<file path="src/hdl/tmie_defs.svh">
`ifndef TMIE_DEFS_SVH
`define TMIE_DEFS_SVH

// ==========================================================
// Register byte offsets
`define TMIE_OFF_ENABLE_DIRECT 12'h300
`define TMIE_OFF_ENABLE_SET 12'h304
`define TMIE_OFF_ENABLE_CLEAR 12'h308
`define TMIE_OFF_EVENT_STATUS 12'h310

// ==========================================================
// Bit positions of the seven events in every register word
`define TMIE_BIT_HALT_DONE 1
`define TMIE_BIT_FAULT 9
`define TMIE_BIT_PAUSED 18
`define TMIE_BIT_RECEIVE_BEGUN 19
`define TMIE_BIT_TRANSMIT_BEGUN 20
`define TMIE_BIT_FINAL_RECEIVE_BYTE 23
`define TMIE_BIT_FINAL_TRANSMIT_BYTE 24

// ==========================================================
// Reset values
`define TMIE_RST_ENABLE 7'h00
`define TMIE_RST_STATUS 7'h00
`define TMIE_RST_WORD 32'h00000000

`endif

</file>
<file path="src/hdl/tmie_pkg.sv">
package tmie_pkg;

  // ==========================================================
  // Seven events, one bit each, compact internal order
  typedef struct packed {
    logic final_transmit_byte_event;
    logic final_receive_byte_event;
    logic transmit_begun_event;
    logic receive_begun_event;
    logic paused_event;
    logic fault_event;
    logic halt_done_event;
  } tmie_evt_s;

  // ==========================================================
  // Register port request from software
  typedef struct packed {
    logic [11:0] addr;
    logic [31:0] wdata;
    logic wr;
    logic rd;
  } tmie_bus_req_s;

endpackage
</file>
<file path="src/hdl/tmie_irq_enable.sv">
// Decided for this implementation: the strobed register port.
`timescale 1ns/1ps
`include "tmie_defs.svh"

// ==========================================================
// Sticky flag cell: one per event, the set pulse wins over a clear
module tmie_flag_cell #(
  parameter logic RST_VAL = 1'h0 // Flag value after reset
) (
  input wire logic clk, // Block clock
  input wire logic rst, // Asynchronous reset, active high
  input wire logic set_pulse, // One-cycle event pulse
  input wire logic clear_one, // Write-one clear for this flag
  output logic flag // Sticky flag
);

  logic flag_reg;

  // A pulse in the clearing cycle keeps the flag, so no event is lost
  always_ff @(posedge clk or posedge rst)
  begin
    if (rst)
      flag_reg <= RST_VAL;
    else if (set_pulse)
      flag_reg <= 1'h1;
    else if (clear_one)
      flag_reg <= 1'h0;
  end

  assign flag = flag_reg;

endmodule

module tmie_irq_enable (
  input wire logic CLK, // 50 MHz peripheral clock
  input wire logic RST, // Asynchronous reset, active high
  input wire tmie_pkg::tmie_bus_req_s BUS_REQ, // Address, data and strobes
  output logic [31:0] RDATA, // Read data, cycle after the read strobe
  input wire tmie_pkg::tmie_evt_s EVENTS, // One-cycle event pulses, same clock
  output tmie_pkg::tmie_evt_s IRQ_ENABLE, // Current enable mask
  output logic IRQ // Level interrupt to the core
);

  // ==========================================================
  // Register map and timing at a glance
  //
  // Offset 0x300: enable mask, plain read and write
  // Offset 0x304: enable mask, ones written set bits
  // Offset 0x308: enable mask, ones written clear bits
  // Offset 0x310: sticky event flags, ones written clear flags
  //
  // All three enable views read back the same mask word.
  // Only bits 1, 9, 18, 19, 20, 23 and 24 are implemented;
  // every other bit reads zero and ignores what is written.
  //
  // Writes take effect at the edge that samples the strobe.
  // Read data stand in the cycle after the read strobe only,
  // and read zero in every other cycle, so a bus mux upstream
  // may simply OR several slaves together.
  //
  // An event pulse sets its flag at the next edge, and the
  // interrupt follows one edge later. The extra flop costs a
  // cycle of latency but keeps the interrupt line glitch free.
  //
  // Limitation: the block never stalls the bus, and a write and
  // a read in one cycle are not supported by the bus master.

  // ==========================================================
  // Word <-> compact event vector mapping

  // Gathers the seven event bits out of a bus word
  function automatic logic [6:0] word_to_evt(input logic [31:0] w);
    logic [6:0] v;
    v = 7'h00;
    v[0] = w[`TMIE_BIT_HALT_DONE];
    v[1] = w[`TMIE_BIT_FAULT];
    v[2] = w[`TMIE_BIT_PAUSED];
    v[3] = w[`TMIE_BIT_RECEIVE_BEGUN];
    v[4] = w[`TMIE_BIT_TRANSMIT_BEGUN];
    v[5] = w[`TMIE_BIT_FINAL_RECEIVE_BYTE];
    v[6] = w[`TMIE_BIT_FINAL_TRANSMIT_BYTE];
    return v;
  endfunction

  // Spreads the seven bits back to their word positions, others zero
  function automatic logic [31:0] evt_to_word(input logic [6:0] v);
    logic [31:0] w;
    w = `TMIE_RST_WORD;
    w[`TMIE_BIT_HALT_DONE] = v[0];
    w[`TMIE_BIT_FAULT] = v[1];
    w[`TMIE_BIT_PAUSED] = v[2];
    w[`TMIE_BIT_RECEIVE_BEGUN] = v[3];
    w[`TMIE_BIT_TRANSMIT_BEGUN] = v[4];
    w[`TMIE_BIT_FINAL_RECEIVE_BYTE] = v[5];
    w[`TMIE_BIT_FINAL_TRANSMIT_BYTE] = v[6];
    return w;
  endfunction

  // ==========================================================
  // Address decode
  logic [6:0] wbits;
  logic wr_direct;
  logic wr_set;
  logic wr_clear;
  logic wr_status;

  // Strobes qualified by exact offset; other addresses are ignored
  assign wbits = word_to_evt(BUS_REQ.wdata);
  assign wr_direct = BUS_REQ.wr && (BUS_REQ.addr == `TMIE_OFF_ENABLE_DIRECT);
  assign wr_set = BUS_REQ.wr && (BUS_REQ.addr == `TMIE_OFF_ENABLE_SET);
  assign wr_clear = BUS_REQ.wr && (BUS_REQ.addr == `TMIE_OFF_ENABLE_CLEAR);
  assign wr_status = BUS_REQ.wr && (BUS_REQ.addr == `TMIE_OFF_EVENT_STATUS);

  // ==========================================================
  // Shared enable mask
  logic [6:0] enable_reg;
  logic [6:0] enable_next;

  // One mask serves all three views, so set and clear never disagree
  always_comb
  begin
    enable_next = enable_reg;
    if (wr_direct)
    begin
      enable_next = wbits;
    end
    if (wr_set)
    begin
      enable_next = enable_reg | wbits;
    end
    if (wr_clear)
    begin
      enable_next = enable_reg & ~wbits;
    end
  end

  always_ff @(posedge CLK or posedge RST)
  begin
    if (RST)
      enable_reg <= `TMIE_RST_ENABLE;
    else
      enable_reg <= enable_next;
  end

  // ==========================================================
  // Sticky event flags, cleared by writing one
  logic [6:0] status_reg;

  // One cell per event; each flag bit has exactly one driver
  tmie_flag_cell #(
    .RST_VAL(1'h0)
  ) flag_halt_done_u (
    .clk(CLK),
    .rst(RST),
    .set_pulse(EVENTS.halt_done_event),
    .clear_one(wr_status && wbits[0]),
    .flag(status_reg[0])
  );

  // Fault flag
  tmie_flag_cell #(
    .RST_VAL(1'h0)
  ) flag_fault_u (
    .clk(CLK),
    .rst(RST),
    .set_pulse(EVENTS.fault_event),
    .clear_one(wr_status && wbits[1]),
    .flag(status_reg[1])
  );

  // Paused flag
  tmie_flag_cell #(
    .RST_VAL(1'h0)
  ) flag_paused_u (
    .clk(CLK),
    .rst(RST),
    .set_pulse(EVENTS.paused_event),
    .clear_one(wr_status && wbits[2]),
    .flag(status_reg[2])
  );

  // Receive-begun flag
  tmie_flag_cell #(
    .RST_VAL(1'h0)
  ) flag_receive_begun_u (
    .clk(CLK),
    .rst(RST),
    .set_pulse(EVENTS.receive_begun_event),
    .clear_one(wr_status && wbits[3]),
    .flag(status_reg[3])
  );

  // Transmit-begun flag
  tmie_flag_cell #(
    .RST_VAL(1'h0)
  ) flag_transmit_begun_u (
    .clk(CLK),
    .rst(RST),
    .set_pulse(EVENTS.transmit_begun_event),
    .clear_one(wr_status && wbits[4]),
    .flag(status_reg[4])
  );

  // Final-receive-byte flag
  tmie_flag_cell #(
    .RST_VAL(1'h0)
  ) flag_final_receive_byte_u (
    .clk(CLK),
    .rst(RST),
    .set_pulse(EVENTS.final_receive_byte_event),
    .clear_one(wr_status && wbits[5]),
    .flag(status_reg[5])
  );

  // Final-transmit-byte flag
  tmie_flag_cell #(
    .RST_VAL(1'h0)
  ) flag_final_transmit_byte_u (
    .clk(CLK),
    .rst(RST),
    .set_pulse(EVENTS.final_transmit_byte_event),
    .clear_one(wr_status && wbits[6]),
    .flag(status_reg[6])
  );

  // ==========================================================
  // Interrupt output, registered for a clean level
  logic irq_reg;

  always_ff @(posedge CLK or posedge RST)
  begin
    if (RST)
      irq_reg <= 1'h0;
    else
      irq_reg <= |(status_reg & enable_reg);
  end

  // ==========================================================
  // Read path: data valid only in the cycle after the strobe
  logic [31:0] rdata_reg;
  logic [31:0] rdata_next;

  // Unmapped offsets read zero; all three enable views show the mask
  always_comb
  begin
    rdata_next = `TMIE_RST_WORD;
    if (BUS_REQ.rd)
    begin
      case (BUS_REQ.addr)
        `TMIE_OFF_ENABLE_DIRECT,
        `TMIE_OFF_ENABLE_SET,
        `TMIE_OFF_ENABLE_CLEAR: rdata_next = evt_to_word(enable_reg);
        `TMIE_OFF_EVENT_STATUS: rdata_next = evt_to_word(status_reg);
        default: rdata_next = `TMIE_RST_WORD;
      endcase
    end
  end

  always_ff @(posedge CLK or posedge RST)
  begin
    if (RST)
      rdata_reg <= `TMIE_RST_WORD;
    else
      rdata_reg <= rdata_next;
  end

  // Mask copy out, one flop each, same timing as the internal mask
  tmie_pkg::tmie_evt_s enable_out_reg;

  always_ff @(posedge CLK or posedge RST)
  begin
    if (RST)
      enable_out_reg <= tmie_pkg::tmie_evt_s'(`TMIE_RST_ENABLE);
    else
      enable_out_reg <= tmie_pkg::tmie_evt_s'(enable_next);
  end

  assign RDATA = rdata_reg;
  assign IRQ = irq_reg;
  assign IRQ_ENABLE = enable_out_reg;

endmodule

</file>
<file path="config.mk">
export PLATFORM = sky130hd
export DESIGN_NAME = tmie_irq_enable
export DESIGN_NICKNAME = d
export VERILOG_FILES = /design/src/hdl/tmie_pkg.sv /design/src/hdl/tmie_irq_enable.sv
export VERILOG_INCLUDE_DIRS = /design/src /design/src/hdl
export SDC_FILE = /design/constraint.sdc
export NUM_CORES = 1
export LEC_CHECK = 0
export BUFFER_PORTS_ARGS = -buffer_cell sky130_fd_sc_hd__buf_4
export CAP_MARGIN = 30
export CELL_PAD_IN_SITES_DETAIL_PLACEMENT = 0
export CELL_PAD_IN_SITES_GLOBAL_PLACEMENT = 1
export CORE_MARGIN = 3
export CORE_UTILIZATION = 26
export DETAILED_ROUTE_END_ITERATION = 8
export PLACE_DENSITY = 0.81
export SYNTH_ARGS = -nofsm -noshare
export SYNTH_HDL_FRONTEND = slang
export SYNTH_SLANG_ARGS = --single-unit
</file>
<file path="constraint.sdc">
create_clock -name CLK -period 1.15 [get_ports CLK]
set_clock_uncertainty 0.1 [all_clocks]
set_input_delay 0.1725 -clock CLK [delete_from_list [all_inputs] [get_ports CLK]]
set_output_delay 0.1725 -clock CLK [all_outputs]
set_load 0.01 [all_outputs]
</file>
# Yosys cells after proc, flatten, opt, wreduce, memory -nomap -nowiden
# Index checks and enable logic that the tools add are counted.
# totals
register_bits	54
output_inout_bits	40
in_bits	55
# op_classes
reduce_logical	20
bitwise_logic	4
muxes	19
n_eq_ne	4
# op_table
op	count
$pmux 25 s2	1
$eq 12x10->1 const B	4
$mux 25	1
$mux 7	3
$and 7x7->7	2
$mux 1	14
$reduce_bool 2->1	7
$logic_and 1x1->1	11
$not 7->7	1
$or 7x7->7	1
$reduce_or 7->1	1
$reduce_or 3->1	1

# Depth between registers and ports, before layout
# logic_depth
ltp_word	5
depth_mapped	5
ltp_nobuf	4

# By module
# Synthesis repeated with hierarchy kept, for this count alone.
# unflattened
cells_unflattened	128
area_unflattened_um2	1244.9
# modules_own_cells
mod	n_inst	cells_each	area_per_inst_um2
tmie_irq_enable	1	100	964.7
tmie_flag_cell	7	4	40.0

# Worst setup path before layout
# No wires, ideal clock.
# synth_timing
path_kind	input to register
startpoint	input port BUS_REQ[39] (netlist bit)
endpoint	register flag_final_receive_byte_u.flag_reg, in the netlist flag_final_receive_byte_u.flag
t_required_ns	0.924
setup_time_ns	0.126
t_arrival_ns	1.306
path_slack_ns	-0.382
stages	5
path_cell_list	or4b_4 nor3_4 and3_1 buf_6 a31oi_1
# synth_between
elab_chain_len	4
# synth_rtl
element	line_no	source
from (decl)	tmie_irq_enable.sv:37	input wire tmie_pkg::tmie_bus_req_s BUS_REQ,
$eq 12x10->1	--	
$logic_and 1x1->1	tmie_irq_enable.sv:112	assign wr_status = BUS_REQ.wr && (BUS_REQ.addr == `TMIE_OFF_EVENT_STATUS);
$logic_and 1x1->1	tmie_irq_enable.sv:211	.clear_one(wr_status && wbits[5]),
$reduce_bool 2->1 (no source line)	--	
to (signal assigned)	tmie_irq_enable.sv:23	flag_reg <= RST_VAL;
to (signal assigned)	tmie_irq_enable.sv:25	flag_reg <= 1'h1;
to (signal assigned)	tmie_irq_enable.sv:27	flag_reg <= 1'h0;
to (decl)	tmie_irq_enable.sv:17	logic flag_reg;
# Every way passes these cells.
# A chain may end at the register's enable or synchronous reset.

# Final worst setup path
# layout_timing
startpoint	input port BUS_REQ[39] (netlist bit)
endpoint	register flag_paused_u.flag_reg, in the netlist flag_paused_u.flag
# layout_between
elab_chain_len	4
# layout_rtl
element	line_no	source
$eq 12x10->1	--	
$logic_and 1x1->1	tmie_irq_enable.sv:112	
$logic_and 1x1->1	tmie_irq_enable.sv:178	.clear_one(wr_status && wbits[2]),
$reduce_bool 2->1 (no source line)	--	
to (signal assigned)	tmie_irq_enable.sv:23	
to (signal assigned)	tmie_irq_enable.sv:25	
to (signal assigned)	tmie_irq_enable.sv:27	
to (decl)	tmie_irq_enable.sv:17	
# Every way passes these cells.

==> results_dict.tcl <==
set metrics [dict create \
    status "finished, violations left" \
    failed_checks "negative setup slack" \
    synth_area_mm2 0.00120 \
    cts-root-buf "clkbuf_8" \
    place.detailed.hpwl_mm 2.30 \
    critPathLaunchType "input pin" \
    holdCritStartpoint "BUS_REQ[22]" \
    grtUsageMet3_pct 1.92 \
    synth_xor_area_share_pct 0 \
    crit_fanout 7 \
    drive_above_1_share_pct 40.8 \
    gr-usage-met1_pct 12.2 \
    grt_pass1_wl_mm 4.20 \
    synth-simple-area-share_pct 20.4 \
    finalPower_uw 1480 \
    fin_ws_ns -0.102 \
    crit_chain "buf_6, or4b_4, nor3_4, and3_4, a31oi_1" \
    ys_warn_count 0 \
    fmax_ghz 0.799 \
    power.density_mw_per_mm2 830 \
    syn_avg_cell_area_um2 9.22 \
    drt_wl_total_mm 2.93 \
    dieArea_mm2 0.00546 \
    nFillCells 433 \
    grt_setup_unrepaired "true" \
    pre_cts_slack_ns -0.539 \
    gp_congestion 0.800 \
    cp-end-kind "flip-flop" \
    place_inst 240 \
    leakage_uw 0.000904 \
    ios 95 \
    hold_depth 2 \
    cts_sinks 22 \
    diodes 0 \
    finalHoldViolCount 0 \
    drc 0 \
    reg2reg_from "enable_reg[0]" \
    synth_mux_area_share_pct 0 \
    gr-total-overflow 0 \
    placed_cell_area_mm2 0.00162 \
    fin_crit_sh_pct 109 \
    async_flop_share_pct 100 \
    antenna_found_initial 0 \
    met2_usage_pct 17.3 \
    max_stage_delay_ns 0.54 \
    die_y_um 73.9 \
    worstRegToRegCells 3 \
    ir_worst_vdd_mv 0.367 \
    hp-class "in2reg" \
    ys_seq_elements 22 \
    synthAdderAreaFrac_pct 0 \
    core_mm2 0.00441 \
    final_cell_area_mm2 0.00178 \
    layout.cells.non_filler 248 \
    start_util_pct 27.2 \
    row_count 24 \
    netlist_instances 130 \
    post-route-min-period_ns 1.25 \
    fin_nets 253 \
    largest_register_ffs 7 \
    synth_top_family_by_area "simple AND/OR/NAND/NOR gates" \
    cts_tree "done" \
    insertion_delay_ns 0.26 \
    cp.depth 5 \
    wl_per_cell_um 11.8 \
    drt-initial-drc-count 46 \
    required_ns 1.19 \
    crit_buf_inv 1 \
    cts_buffer_depth 2 \
    grt_max_degree 23 \
    crit_family "simple AND/OR/NAND/NOR gates" \
    path_class "in2reg" \
    cts_buffers 3 \
    first_pass_iters 4 \
    synth-compound-area-share_pct 13.7 \
    reg2reg_slack_ns 0.01 \
    slew_violations 0 \
    setup_viol 17 \
    fp.dieW_um 73.9 \
    yosysSeqAreaShare_pct 45.9 \
    portBuffers 44 \
    synth_enable_flop_cells 0 \
    final_antenna_net_count 0 \
    vias 1054 \
    hold-path-endpoint "flag_transmit_begun_u.flag" \
    drv_cap 0 \
    htreeDepth 1 \
    rr_endpoint "IRQ" \
    synthFlopType "dfrtp_1" \
    track_usage_pct 10.2 \
    grt_pass1_vias 924 \
    clkTransAtPathRegs_ns 0.08 \
    synth_cell_types 24 \
    slowest_stage "or4b_4" \
    cp_data_arrival_time_ns 1.29 \
    avgViaCountPerCell 4.25 \
    top_usage_layer "met2" \
    syn2layout_area_growth_pct 48.6 \
]
cells by family after synthesis:
group | count (synthesis)
compound gates | 25
buf+inv | 36
flops | 22
other cells | 1
simple gates | 46
per-layer routing:
metal,vias up,wire length (um)
met4,0,51
met2,51,1450
li1,522,-
met3,4,222
met5,-,0
met1,477,1200
cell type report:
type / count / area (um2) / area share [%]
Sequential cell: 22 / 551 / 30.9
Multi-Input combinational cell: 96 / 548 / 30.8
Timing Repair Buffer: 67 / 547 / 30.7
Tap cell: 52 / 65.1 / 3.65
Clock buffer: 3 / 41.3 / 2.32
Inverter: 8 / 30.0 / 1.69
cell usage in the layout (no fill, tap or decap), drive strengths merged:
cell / n
buf: 66
conb: 25
dfrtp: 22
nor2: 15
nand2: 14
a22oi: 9
inv: 8
nor2b: 7
o21ai: 7
a31oi: 7
clkbuf: 3
nand3: 2
and4bb: 1
nor3b: 1
nor4: 1
nand4b: 1
and4b: 1
or4b: 1
nor3: 1
and3: 1
a21boi: 1
a222oi: 1
dlygate4sd3: 1
per-stage QoR:
stage / hold slack (ns) / TNS, ns / utilization [%]
final: 0.00895 / -1.20 / 40.4
after global routing: 0.0156 / -1.93 / 40.4
after CTS: 0.00946 / -1.10 / 39.6
after detailed placement: 0.128 / -8.50 / 36.7
after global placement: 0.127 / -7.93 / 36.7
after floorplan: 0.0617 / -3.82 / -
timing repair:
item | in CTS | in global routing
endpoints found under the hold margin | 22 | 0
endpoints found under the setup margin | 24 | 25
setup buffers | 4 | 0
gates resized for setup | 13 | 9
hold buffers | 1 | 0
pin swaps | 5 | 10
cell usage after synthesis, types with 2 or more instances:
master / n / area share [%]
dfrtp_1: 22 / 46
a22oi_1: 9 / 5.6
nand2_1: 14 / 4.4
o21ai_1: 2 / 0.84
nand3_1: 2 / 0.84
buf_4: 25 / 16
clkbuf_1: 2 / 0.63
inv_1: 8 / 2.5
a31oi_1: 7 / 3.7
nor2_1: 15 / 4.7
o21ai_0: 5 / 2.1
nor2b_1: 7 / 3.7
power by group:
group          total, uW  switching (uW)  internal, uW  leakage [uW]
logic                231             117           114      0.000612
registers            780            2.75           777      0.000271
clock network        468             234           234     0.0000216
worst max path at each step:
stage,startpoint,endpoint,slack (ns)
2_1_floorplan,BUS_REQ[39],flag_final_receive_byte_u.flag,-0.38
3_3_place_gp,BUS_REQ[39],flag_paused_u.flag,-0.50
3_5_place_dp,BUS_REQ[39],flag_fault_u.flag,-0.54
4_1_cts,BUS_REQ[39],flag_halt_done_u.flag,-0.10
5_1_grt,BUS_REQ[39],flag_paused_u.flag,-0.13
6_report,BUS_REQ[39],flag_paused_u.flag,-0.10
worst reg2reg max path, cell delays in order, from the launching register on:
cell and delay, ns:
dfrtp_1 0.40, buf_4 0.14, a222oi_1 0.27, nand3_1 0.11
Note: power is estimated with default switching activity, not from simulation.
